==> src/asalu_consts.svh <==
// Offsets, field positions, reset values and opcodes of the ALU block
`ifndef ASALU_CONSTS_SVH
`define ASALU_CONSTS_SVH

`define ASALU_ADR_ACCUM     12'h000
`define ASALU_ADR_STATUS    12'h004
`define ASALU_ADR_PTR0      12'h008
`define ASALU_ADR_PTR1      12'h00C
`define ASALU_ADR_EXEC      12'h010
`define ASALU_ADR_RESULT    12'h014
`define ASALU_MEM_REGION    3'h2

`define ASALU_ST_C          0
`define ASALU_ST_DC         1
`define ASALU_ST_Z          2

`define ASALU_CMD_OP_LSB    0
`define ASALU_CMD_D         3
`define ASALU_CMD_N         4
`define ASALU_CMD_K_LSB     8
`define ASALU_CMD_F_LSB     16
`define ASALU_CMD_BUSY      31

`define ASALU_ACCUM_RST     8'h00
`define ASALU_FLAG_RST      1'b0
`define ASALU_PTR_RST       16'h0000
`define ASALU_CMD_RST       8'h00

`define ASALU_OPC_PTR_ADD   3'h1
`define ASALU_OPC_AND_LIT   3'h2
`define ASALU_OPC_ADD_LIT   3'h3
`define ASALU_OPC_AND_REG   3'h4
`define ASALU_OPC_ADD_REG   3'h5
`define ASALU_OPC_SHR       3'h6
`define ASALU_OPC_ADDC      3'h7

`define ASALU_PTR_MAX       16'hFFFF

`endif

==> src/asalu_pkg.sv <==
// Types shared by the ALU block
package asalu_pkg;

    typedef enum logic [1:0] {
        ST_IDLE,
        ST_FETCH,
        ST_EXEC
    } asalu_state_e;

    typedef enum logic [2:0] {
        OP_NONE,
        OP_POINTER_ADD_LITERAL,
        OP_AND_LITERAL_ACCUM,
        OP_ADD_LITERAL_ACCUM,
        OP_AND_ACCUM_REGISTER,
        OP_ADD_ACCUM_REGISTER,
        OP_ARITH_SHIFT_RIGHT,
        OP_ADD_WITH_CARRY_REGISTER
    } asalu_op_e;

endpackage : asalu_pkg

==> src/asalu_filemem.sv <==
// File register memory with registered read data
`timescale 1ns/1ps

module asalu_filemem #(
    parameter int DEPTH = 128,
    parameter int WIDTH = 8
) (
    // Clock
    input  wire logic                     clk_sys,
    // Single port
    input  wire logic [$clog2(DEPTH)-1:0] addr,
    input  wire logic                     we,
    input  wire logic [WIDTH-1:0]         wdata,
    output logic      [WIDTH-1:0]         rdata
);

    logic [WIDTH-1:0] mem [DEPTH];

    // Read returns the old word on a write, one port only
    always_ff @(posedge clk_sys) begin
        if (we) begin
            mem[addr] <= wdata;
        end
        rdata <= mem[addr];
    end

endmodule : asalu_filemem

==> src/asalu_top.sv <==
// Accumulator, pointer and file register ALU with a Wishbone slave
`timescale 1ns/1ps
`include "asalu_consts.svh"

module asalu_top #(
    parameter int FILE_DEPTH = 128
) (
    // Clock and reset
    input  wire logic        clk_sys,
    input  wire logic        srst,
    // Wishbone slave
    input  wire logic        wb_cyc_i,
    input  wire logic        wb_stb_i,
    input  wire logic        wb_we_i,
    input  wire logic [11:0] wb_adr_i,
    input  wire logic [3:0]  wb_sel_i,
    input  wire logic [31:0] wb_dat_i,
    output logic      [31:0] wb_dat_o,
    output logic             wb_ack_o,
    // Status
    output logic             busy,
    output logic             carry_flag,
    output logic             digit_carry_flag,
    output logic             zero_flag
);

    localparam int FW = $clog2(FILE_DEPTH);

    // Sum with carry out of bit 3 and bit 7
    function automatic logic [9:0] asalu_add8(input logic [7:0] a,
                                              input logic [7:0] b,
                                              input logic       cin);
        logic [4:0] lo;
        logic [4:0] hi;
        lo = {1'b0, a[3:0]} + {1'b0, b[3:0]} + {4'h0, cin};
        hi = {1'b0, a[7:4]} + {1'b0, b[7:4]} + {4'h0, lo[4]};
        return {hi[4], lo[4], hi[3:0], lo[3:0]};
    endfunction : asalu_add8

    function automatic asalu_pkg::asalu_op_e asalu_decode(input logic [2:0] c);
        case (c)
            `ASALU_OPC_PTR_ADD: return asalu_pkg::OP_POINTER_ADD_LITERAL;
            `ASALU_OPC_AND_LIT: return asalu_pkg::OP_AND_LITERAL_ACCUM;
            `ASALU_OPC_ADD_LIT: return asalu_pkg::OP_ADD_LITERAL_ACCUM;
            `ASALU_OPC_AND_REG: return asalu_pkg::OP_AND_ACCUM_REGISTER;
            `ASALU_OPC_ADD_REG: return asalu_pkg::OP_ADD_ACCUM_REGISTER;
            `ASALU_OPC_SHR:     return asalu_pkg::OP_ARITH_SHIFT_RIGHT;
            `ASALU_OPC_ADDC:    return asalu_pkg::OP_ADD_WITH_CARRY_REGISTER;
            default:            return asalu_pkg::OP_NONE;
        endcase
    endfunction : asalu_decode

    asalu_pkg::asalu_state_e state;
    asalu_pkg::asalu_op_e    cmd_op;
    logic                    cmd_d;
    logic                    cmd_n;
    logic [7:0]              cmd_k;
    logic [FW-1:0]           cmd_f;
    logic [7:0]              accum;
    logic [15:0]             ptr0;
    logic [15:0]             ptr1;
    logic [7:0]              last_res;
    logic                    mem_rd_wait;
    logic [7:0]              mem_rdata;

    logic                    req;
    logic                    is_mem;
    logic                    ack_set;
    logic                    wr_go;
    logic                    start;
    logic                    exec_go;
    logic [31:0]             next_dat;
    logic [FW-1:0]           mem_addr;
    logic                    mem_we;
    logic [7:0]              mem_wdata;

    logic [9:0]              sum_lit;
    logic [9:0]              sum_reg;
    logic [9:0]              sum_cry;
    logic [15:0]             k_sext;
    logic [7:0]              next_res;
    logic                    next_c;
    logic                    next_dc;
    logic                    upd_c;
    logic                    upd_dc;
    logic                    upd_z;
    logic                    to_file;
    logic                    to_accum;

    assign busy = (state != asalu_pkg::ST_IDLE);

    // Bus stalls while an operation runs, so no write races the engine
    assign req     = wb_cyc_i & wb_stb_i & ~wb_ack_o & ~busy;
    assign is_mem  = (wb_adr_i[11:9] == `ASALU_MEM_REGION);
    // Memory reads wait one cycle for the registered read data
    assign ack_set = req & (~is_mem | wb_we_i | mem_rd_wait);
    assign wr_go   = ack_set & wb_we_i;
    assign start   = wr_go & (wb_adr_i == `ASALU_ADR_EXEC);
    assign exec_go = (state == asalu_pkg::ST_EXEC);

    always_ff @(posedge clk_sys) begin
        if (srst) begin
            mem_rd_wait <= 1'b0;
        end else begin
            mem_rd_wait <= req & is_mem & ~wb_we_i & ~mem_rd_wait;
        end
    end

    always_comb begin
        next_dat = 32'h0000_0000;
        if (is_mem) begin
            next_dat = {24'h00_0000, mem_rdata};
        end else begin
            case (wb_adr_i)
                `ASALU_ADR_ACCUM:  next_dat = {24'h00_0000, accum};
                `ASALU_ADR_STATUS: next_dat = {29'h0000_0000, zero_flag,
                                               digit_carry_flag, carry_flag};
                `ASALU_ADR_PTR0:   next_dat = {16'h0000, ptr0};
                `ASALU_ADR_PTR1:   next_dat = {16'h0000, ptr1};
                `ASALU_ADR_EXEC: begin
                    next_dat[`ASALU_CMD_BUSY] = busy;
                    next_dat[`ASALU_CMD_OP_LSB +: 3] = cmd_op;
                    next_dat[`ASALU_CMD_D] = cmd_d;
                    next_dat[`ASALU_CMD_N] = cmd_n;
                    next_dat[`ASALU_CMD_K_LSB +: 8] = cmd_k;
                    next_dat[`ASALU_CMD_F_LSB +: FW] = cmd_f;
                end
                `ASALU_ADR_RESULT: next_dat = {24'h00_0000, last_res};
                default:           next_dat = 32'h0000_0000;
            endcase
        end
    end

    // Unmapped addresses still answer, with zero data
    always_ff @(posedge clk_sys) begin
        if (srst) begin
            wb_ack_o <= 1'b0;
            wb_dat_o <= 32'h0000_0000;
        end else begin
            wb_ack_o <= ack_set;
            wb_dat_o <= (ack_set & ~wb_we_i) ? next_dat : 32'h0000_0000;
        end
    end

    // Command capture
    always_ff @(posedge clk_sys) begin
        if (srst) begin
            cmd_op <= asalu_pkg::OP_NONE;
            cmd_d  <= 1'b0;
            cmd_n  <= 1'b0;
            cmd_k  <= `ASALU_CMD_RST;
            cmd_f  <= '0;
        end else if (start) begin
            cmd_op <= asalu_decode(wb_dat_i[`ASALU_CMD_OP_LSB +: 3]);
            cmd_d  <= wb_dat_i[`ASALU_CMD_D];
            cmd_n  <= wb_dat_i[`ASALU_CMD_N];
            cmd_k  <= wb_dat_i[`ASALU_CMD_K_LSB +: 8];
            cmd_f  <= wb_dat_i[`ASALU_CMD_F_LSB +: FW];
        end
    end

    // Fixed two clocks per instruction cycle: operand fetch, execute
    always_ff @(posedge clk_sys) begin
        if (srst) begin
            state <= asalu_pkg::ST_IDLE;
        end else begin
            case (state)
                asalu_pkg::ST_IDLE:  state <= start ? asalu_pkg::ST_FETCH
                                                    : asalu_pkg::ST_IDLE;
                asalu_pkg::ST_FETCH: state <= asalu_pkg::ST_EXEC;
                asalu_pkg::ST_EXEC:  state <= asalu_pkg::ST_IDLE;
                default:             state <= asalu_pkg::ST_IDLE;
            endcase
        end
    end

    assign mem_addr  = busy ? cmd_f : wb_adr_i[FW+1:2];
    assign mem_we    = (exec_go & to_file) | (wr_go & is_mem & wb_sel_i[0]);
    assign mem_wdata = exec_go ? next_res : wb_dat_i[7:0];

    asalu_filemem #(
        .DEPTH (FILE_DEPTH),
        .WIDTH (8)
    ) u_filemem (
        .clk_sys (clk_sys),
        .addr    (mem_addr),
        .we      (mem_we),
        .wdata   (mem_wdata),
        .rdata   (mem_rdata)
    );

    assign sum_lit = asalu_add8(accum, cmd_k, 1'b0);
    assign sum_reg = asalu_add8(accum, mem_rdata, 1'b0);
    assign sum_cry = asalu_add8(accum, mem_rdata,
                                carry_flag);
    assign k_sext  = {{10{cmd_k[5]}}, cmd_k[5:0]};

    always_comb begin
        next_res = 8'h00;
        next_c   = carry_flag;
        next_dc  = digit_carry_flag;
        upd_c    = 1'b0;
        upd_dc   = 1'b0;
        upd_z    = 1'b0;
        to_file  = 1'b0;
        to_accum = 1'b0;
        case (cmd_op)
            asalu_pkg::OP_AND_LITERAL_ACCUM: begin
                next_res = accum & cmd_k;
                to_accum = 1'b1;
                upd_z    = 1'b1;
            end
            asalu_pkg::OP_ADD_LITERAL_ACCUM: begin
                next_res = sum_lit[7:0];
                {next_c, next_dc} = sum_lit[9:8];
                to_accum = 1'b1;
                {upd_c, upd_dc, upd_z} = 3'h7;
            end
            asalu_pkg::OP_AND_ACCUM_REGISTER: begin
                next_res = accum & mem_rdata;
                to_file  = cmd_d;
                to_accum = ~cmd_d;
                upd_z    = 1'b1;
            end
            asalu_pkg::OP_ADD_ACCUM_REGISTER: begin
                next_res = sum_reg[7:0];
                {next_c, next_dc} = sum_reg[9:8];
                to_file  = cmd_d;
                to_accum = ~cmd_d;
                {upd_c, upd_dc, upd_z} = 3'h7;
            end
            asalu_pkg::OP_ARITH_SHIFT_RIGHT: begin
                next_res = {mem_rdata[7], mem_rdata[7:1]};
                next_c   = mem_rdata[0];
                to_file  = cmd_d;
                to_accum = ~cmd_d;
                upd_c    = 1'b1;
                upd_z    = 1'b1;
            end
            asalu_pkg::OP_ADD_WITH_CARRY_REGISTER: begin
                next_res = sum_cry[7:0];
                {next_c, next_dc} = sum_cry[9:8];
                to_file  = cmd_d;
                to_accum = ~cmd_d;
                {upd_c, upd_dc, upd_z} = 3'h7;
            end
            default: begin
                next_res = 8'h00;
            end
        endcase
    end

    always_ff @(posedge clk_sys) begin
        if (srst) begin
            accum <= `ASALU_ACCUM_RST;
        end else if (exec_go & to_accum) begin
            accum <= next_res;
        end else if (wr_go & (wb_adr_i == `ASALU_ADR_ACCUM) & wb_sel_i[0]) begin
            accum <= wb_dat_i[7:0];
        end
    end

    always_ff @(posedge clk_sys) begin
        if (srst) begin
            last_res <= `ASALU_ACCUM_RST;
        end else if (exec_go & (to_accum | to_file)) begin
            last_res <= next_res;
        end
    end

    // Pointer add leaves flags untouched; sum wraps in 16 bits
    always_ff @(posedge clk_sys) begin
        if (srst) begin
            ptr0 <= `ASALU_PTR_RST;
            ptr1 <= `ASALU_PTR_RST;
        end else if (exec_go & (cmd_op == asalu_pkg::OP_POINTER_ADD_LITERAL)) begin
            if (cmd_n) begin
                ptr1 <= ptr1 + k_sext;
            end else begin
                ptr0 <= ptr0 + k_sext;
            end
        end else if (wr_go) begin
            if (wb_adr_i == `ASALU_ADR_PTR0) begin
                if (wb_sel_i[0]) ptr0[7:0]  <= wb_dat_i[7:0];
                if (wb_sel_i[1]) ptr0[15:8] <= wb_dat_i[15:8];
            end
            if (wb_adr_i == `ASALU_ADR_PTR1) begin
                if (wb_sel_i[0]) ptr1[7:0]  <= wb_dat_i[7:0];
                if (wb_sel_i[1]) ptr1[15:8] <= wb_dat_i[15:8];
            end
        end
    end

    always_ff @(posedge clk_sys) begin
        if (srst) begin
            carry_flag       <= `ASALU_FLAG_RST;
            digit_carry_flag <= `ASALU_FLAG_RST;
            zero_flag        <= `ASALU_FLAG_RST;
        end else if (exec_go) begin
            if (upd_c) carry_flag <= next_c;
            if (upd_dc) digit_carry_flag <= next_dc;
            if (upd_z) zero_flag <= (next_res == 8'h00);
        end else if (wr_go & (wb_adr_i == `ASALU_ADR_STATUS) & wb_sel_i[0]) begin
            carry_flag       <= wb_dat_i[`ASALU_ST_C];
            digit_carry_flag <= wb_dat_i[`ASALU_ST_DC];
            zero_flag        <= wb_dat_i[`ASALU_ST_Z];
        end
    end

    // Checks
    logic ex_ptr0;
    logic ex_andl;
    logic ex_addl;
    logic ex_andr;
    logic ex_shr;
    logic ex_addc;
    logic ex_alu;
    assign ex_ptr0 = exec_go & ~cmd_n &
                     (cmd_op == asalu_pkg::OP_POINTER_ADD_LITERAL);
    assign ex_andl = exec_go & (cmd_op == asalu_pkg::OP_AND_LITERAL_ACCUM);
    assign ex_addl = exec_go & (cmd_op == asalu_pkg::OP_ADD_LITERAL_ACCUM);
    assign ex_andr = exec_go & (cmd_op == asalu_pkg::OP_AND_ACCUM_REGISTER);
    assign ex_shr  = exec_go & (cmd_op == asalu_pkg::OP_ARITH_SHIFT_RIGHT);
    assign ex_addc = exec_go &
                     (cmd_op == asalu_pkg::OP_ADD_WITH_CARRY_REGISTER);
    assign ex_alu  = exec_go & (cmd_op != asalu_pkg::OP_NONE) &
                     (cmd_op != asalu_pkg::OP_POINTER_ADD_LITERAL);

    property p_ptr_add;
        @(posedge clk_sys) disable iff (srst)
        ex_ptr0 |=> (32'(signed'(ptr0)) & 32'hFFFF) ==
            ((32'($past(ptr0)) + 32'(signed'($past(cmd_k[5:0])))) & 32'hFFFF);
    endproperty
    a_ptr_add: assert property (p_ptr_add)
        else $error("pointer add result wrong");

    property p_ptr_flags;
        @(posedge clk_sys) disable iff (srst)
        ex_ptr0 |=> $stable(carry_flag) && $stable(digit_carry_flag)
                    && $stable(zero_flag) && $stable(accum);
    endproperty
    a_ptr_flags: assert property (p_ptr_flags)
        else $error("pointer add changed flags");

    property p_ptr_wrap;
        @(posedge clk_sys) disable iff (srst)
        ex_ptr0 && ptr0 == `ASALU_PTR_MAX && cmd_k[5:0] == 6'h01
            |=> ptr0 == 16'h0000;
    endproperty
    a_ptr_wrap: assert property (p_ptr_wrap)
        else $error("pointer did not wrap");

    property p_and_lit;
        @(posedge clk_sys) disable iff (srst)
        ex_andl |=> accum == ($past(accum) & $past(cmd_k))
                    && $stable(carry_flag) && $stable(digit_carry_flag);
    endproperty
    a_and_lit: assert property (p_and_lit)
        else $error("literal and wrong");

    property p_add_lit;
        @(posedge clk_sys) disable iff (srst)
        ex_addl |=> {carry_flag, accum} ==
                    9'({1'b0, $past(accum)} + {1'b0, $past(cmd_k)});
    endproperty
    a_add_lit: assert property (p_add_lit)
        else $error("literal add wrong");

    property p_and_reg_dest;
        @(posedge clk_sys) disable iff (srst)
        ex_andr && cmd_d |=> $stable(accum) && $stable(carry_flag)
                             && last_res == ($past(accum) & $past(mem_rdata));
    endproperty
    a_and_reg_dest: assert property (p_and_reg_dest)
        else $error("register and wrote wrong place");

    property p_shift;
        @(posedge clk_sys) disable iff (srst)
        ex_shr |=> carry_flag == $past(mem_rdata[0])
                   && last_res[7] == $past(mem_rdata[7])
                   && last_res[6:0] == $past(mem_rdata[7:1]);
    endproperty
    a_shift: assert property (p_shift)
        else $error("arithmetic shift wrong");

    property p_addc;
        @(posedge clk_sys) disable iff (srst)
        ex_addc |=> {carry_flag, last_res} ==
            9'({1'b0, $past(accum)} + {1'b0, $past(mem_rdata)}
               + {8'h00, $past(carry_flag)});
    endproperty
    a_addc: assert property (p_addc)
        else $error("add with carry wrong");

    property p_one_cycle;
        @(posedge clk_sys) disable iff (srst)
        start |=> state == asalu_pkg::ST_FETCH ##1 exec_go
                  ##1 state == asalu_pkg::ST_IDLE;
    endproperty
    a_one_cycle: assert property (p_one_cycle)
        else $error("instruction cycle length wrong");

    property p_zero;
        @(posedge clk_sys) disable iff (srst)
        ex_alu |=> zero_flag == (last_res == 8'h00);
    endproperty
    a_zero: assert property (p_zero)
        else $error("zero flag wrong");

endmodule : asalu_top

==> config.mk <==
export PLATFORM = sky130hd
export DESIGN_NAME = asalu_top
export DESIGN_NICKNAME = d
export VERILOG_FILES = /design/src/asalu_pkg.sv /design/src/asalu_filemem.sv /design/src/asalu_top.sv
export VERILOG_INCLUDE_DIRS = /design/src
export SDC_FILE = /design/constraint.sdc
export NUM_CORES = 1
export LEC_CHECK = 0
export BUFFER_PORTS_ARGS = -buffer_cell sky130_fd_sc_hd__buf_2
export CAP_MARGIN = 15
export CORE_ASPECT_RATIO = 0.6
export CORE_UTILIZATION = 40
export CTS_CLUSTER_DIAMETER = 100
export CTS_CLUSTER_SIZE = 8
export DETAILED_ROUTE_END_ITERATION = 8
export SYNTH_ARGS = -nofsm -noshare
export SYNTH_HDL_FRONTEND = slang
export SYNTH_SLANG_ARGS = --single-unit
==> constraint.sdc <==
create_clock -name clk_sys -period 10.8 [get_ports clk_sys]
set_clock_uncertainty 0.2 [all_clocks]
set_input_delay 0.54 -clock clk_sys [delete_from_list [all_inputs] [get_ports clk_sys]]
set_output_delay 0.54 -clock clk_sys [all_outputs]
set_load 0.02 [all_outputs]
==> summary.txt <==
Layout
  – Layout Nets: 3721
  – Share of cells above drive strength 1: 0.108
  – Most frequent cells in the layout: edfxtp_1, nand2_1, nor2_1
  – Synth-to-Final Area Change: 15.0%
  – Most common cell after layout, fill and taps aside: edfxtp_1
  – Filler cells: 10100

Synth
  – Synth Area in Simple Gates: 0.0883
  – Post-synth EDFFs: ~1000
  – Mux share of post-synthesis cell area: 0.0439
  – Sequential area share after synthesis: 0.704
  – Compound-Gate Fraction of Synth Area: 0.119
  – Post-synthesis async set-or-reset flop share: 0
  – Post-Synth XOR/XNOR Area: 0.00619
  – Warnings from Yosys: 0
  – Syn Std Cell Area: 46700 um2
  – Number of synthesized register bits: roughly 1100
  – Syn avg cell area: 13.5 um2
  – Combinational family with the most area after synthesis: compound AO/OA/AOI/OAI gates
  – Distinct cells, synth: ~80
  – Gate Count Post-Synth: 3469
  – Synth Area in Adders: 0.0167
  – Ys flop type: edfxtp_1

Routing
  – Post-DR wirelength/cell: between 20 and 30 um
  – Via density: 6.12
  – DR vias: 31700
  – Iter 0 DRT Violations: 4679
  – Drc violations: 0
  – Post-route antenna net violation count: 0
  – DRT Pass-1 Iters: 6
  – Total Routed Length: 152000 um

Placement
  – Final HPWL DP: 93200 um
  – GP Congestion: 0.934
  – Buffers on Ports: 70

Clocking
  – Post-CTS Setup Inserts: 0
  – Worst skew pair latency: 0.77 ns
  – Root buffer cell: clkbuf_16
  – CTS resizes: 0
  – Max clock buf depth: 3
  – CTS buffer count: 159
  – CTS tree: built
  – Number of H-tree levels: 4
  – Clock transition at path regs: 0.06 ns
  – CTS sink cnt: 1131

Min path
  – Worst hold path depth: 5
  – Hold Crit Class: input port to flip-flop
  – Worst hold start: wb_stb_i

Critical path
  – Worst setup path startpoint: cmd_f[1]
  – Crit. End Element: flip-flop
  – Critical path arrival: ~6.0 ns
  – CP Class: flip-flop to flip-flop
  – Reg2reg path depth: 10
  – FF-to-FF Start: cmd_f[1]
  – Critical Path RT: about 11 ns
  – Worst Path Max Fanout: 39
  – Critical path startpoint category: flip-flop

Global route
  – Largest net degree at the start of global routing: 93
  – Tot GR Track Use: 0.253
  – Global-route wire length before repair: roughly 210000 um
  – GR Overflow Total: 0
  – Initial antenna violation count: 6
  – Met1 Resource Use GR: 0.396
  – Met2 usage in global routing: 0.314
  – GR peak layer: met1
  – GR met3 Demand/Resource: 0.0955
  – Vias in the first global route: 29000

Floorplanning
  – IO Pins: 90
  – Core area: 115000 um2
  – FP Rows: 96
  – Die Area: 118000 um2
  – Die Height: 267 um
  – Die Wd: 443 um
  – Initial Util: 0.406

Timing
  – Final hold slack: 0.0480 ns
  – RSZ-0062 raised after global routing: false
  – Endpoints failing setup: 0
  – Worst-Margin Slew: 1.31 ns
  – Setup TNS: 0 ns
  – Final Max Tran Viols: 0
  – Peak Freq: 177 MHz
  – Final hold viol count: 0
  – Final period utilization: 0.524
  – Slew HR: 0.104
  – Period minus WS final: between 5 and 6 ns

Power and ir drop
  – Cell Pwr Density: 183 nW/um2
  – Worst IR Drop VDD: 0.152 mV
  – Leakage: 18.0 nW

Status
  – Status: finished, final reports clean

Flow run
  – Max cap viols: 0
[timing repair]
item | CTS | global route
endpoints found under the hold margin | 49 | 0
setup endpoints to repair | 0 | 0
hold buffers | 25 | 0
[registers in the layout, indices dropped and copies added, names as in the netlist, 2 cells and up]
register and count:
u_filemem.mem 1024, wb_dat_o 24, ptr0 16, ptr1 16
accum 8, cmd_k 8, last_res 8, u_filemem.rdata 8
cmd_f 7, cmd_op 3, state 2
[routing by layer]
| metal | share of wire | vias to the layer above |
|---|---|---|
| li1 | - | 13600 |
| met1 | 0.46 | 15900 |
| met2 | 0.38 | 1975 |
| met3 | 0.14 | 229 |
| met4 | 0.021 | 6 |
| met5 | 0.0036 | - |
[worst max-delay path, stage by stage (launching register included)]
cell	delay (ns)
dfxtp_1	0.74
nand2b_1	0.45
nor2_1	0.13
a21oi_4	0.60
buf_4	0.63
buf_4	0.59
o22ai_1	0.12
o21ai_0	0.73
o21ai_0	0.21
nor4_1	0.79
o211ai_1	0.21
[Yosys cell counts (9+ instances only)]
cell	n	area (um2)
edfxtp_1	1024	30700
nand2_1	464	1740
nor2_1	251	942
a21oi_1	212	1060
mux2i_1	189	1890
o21ai_0	151	756
a22oi_1	145	1090
clkbuf_1	117	439
dfxtp_1	107	2140
o22ai_1	93	582
nor3_1	52	260
ha_1	51	638
buf_2	42	210
buf_1	37	139
a221oi_1	36	315
nand3_1	34	170
a211oi_1	31	233
a31oi_1	27	169
inv_1	26	97.6
nand4_1	24	150
a21o_1	22	165
xnor2_1	22	193
nor4_1	20	125
a22o_1	19	166
and2_1	18	113
o21a_1	15	113
a311oi_1	14	123
nor2b_1	14	87.6
and3_1	13	81.3
buf_4	13	97.6
nand2b_1	12	75.1
o211ai_1	11	82.6
or3_1	11	68.8
xor2_1	11	96.3
a31o_2	9	78.8
nand3b_1	9	67.6
[path summary, 6_finish.rpt]
| kind | endpoint | slack, ns |
|---|---|---|
| max | u_filemem.rdata[1] | 5.14 |
| min | state[0] | 0.05 |
| max reg2reg | u_filemem.rdata[1] | 5.14 |
| min reg2reg | last_res[7] | 0.26 |
[final cells by class]
cell class	count	area (um2)	share of cell area
tap	1519	1900	0.0354
sequential	1131	32900	0.612
antenna	5	12.5	0.000233
clock buffer	196	4250	0.0790
inverter	27	101	0.00189
multi-input combinational	2107	13100	0.244
timing repair buffer	184	1310	0.0245
clock inverter	10	145	0.00270
[kinds of logic (layout without fill, tap and decap cells)]
kind of cell,Yosys count,after routing
compound gates,855,855
xor+xnor,33,33
fa+ha+maj,58,58
buf+inv,239,417
flops,1131,1131
mux,200,200
other cells,1,14
simple gates,952,952
[power by group]
| group | switching, W | internal (W) | leakage [nW] |
|---|---|---|---|
| Combinational | 0.000346 | 0.000116 | 5.76 |
| Sequential | 0.0000156 | 0.00478 | 10.1 |
| Clock | 0.00183 | 0.00272 | 2.13 |
[per-stage QoR]
stage | cell area [um2] | total power (W) | std cells | util | setup WS [ns]
floorplan | 46700 | 0.00511 | 3477 | - | 2.83
global placement | 49000 | 0.00531 | 4936 | 0.426 | 5.26
global route | 53700 | 0.0100 | 5178 | 0.467 | 5.13
CTS | 53600 | 0.00982 | 5168 | 0.466 | 5.35
finish | 53700 | 0.00981 | 5179 | 0.467 | 5.14
detailed placement | 49000 | 0.00532 | 4937 | 0.426 | 5.21
Power figures use the tool's default switching activity.
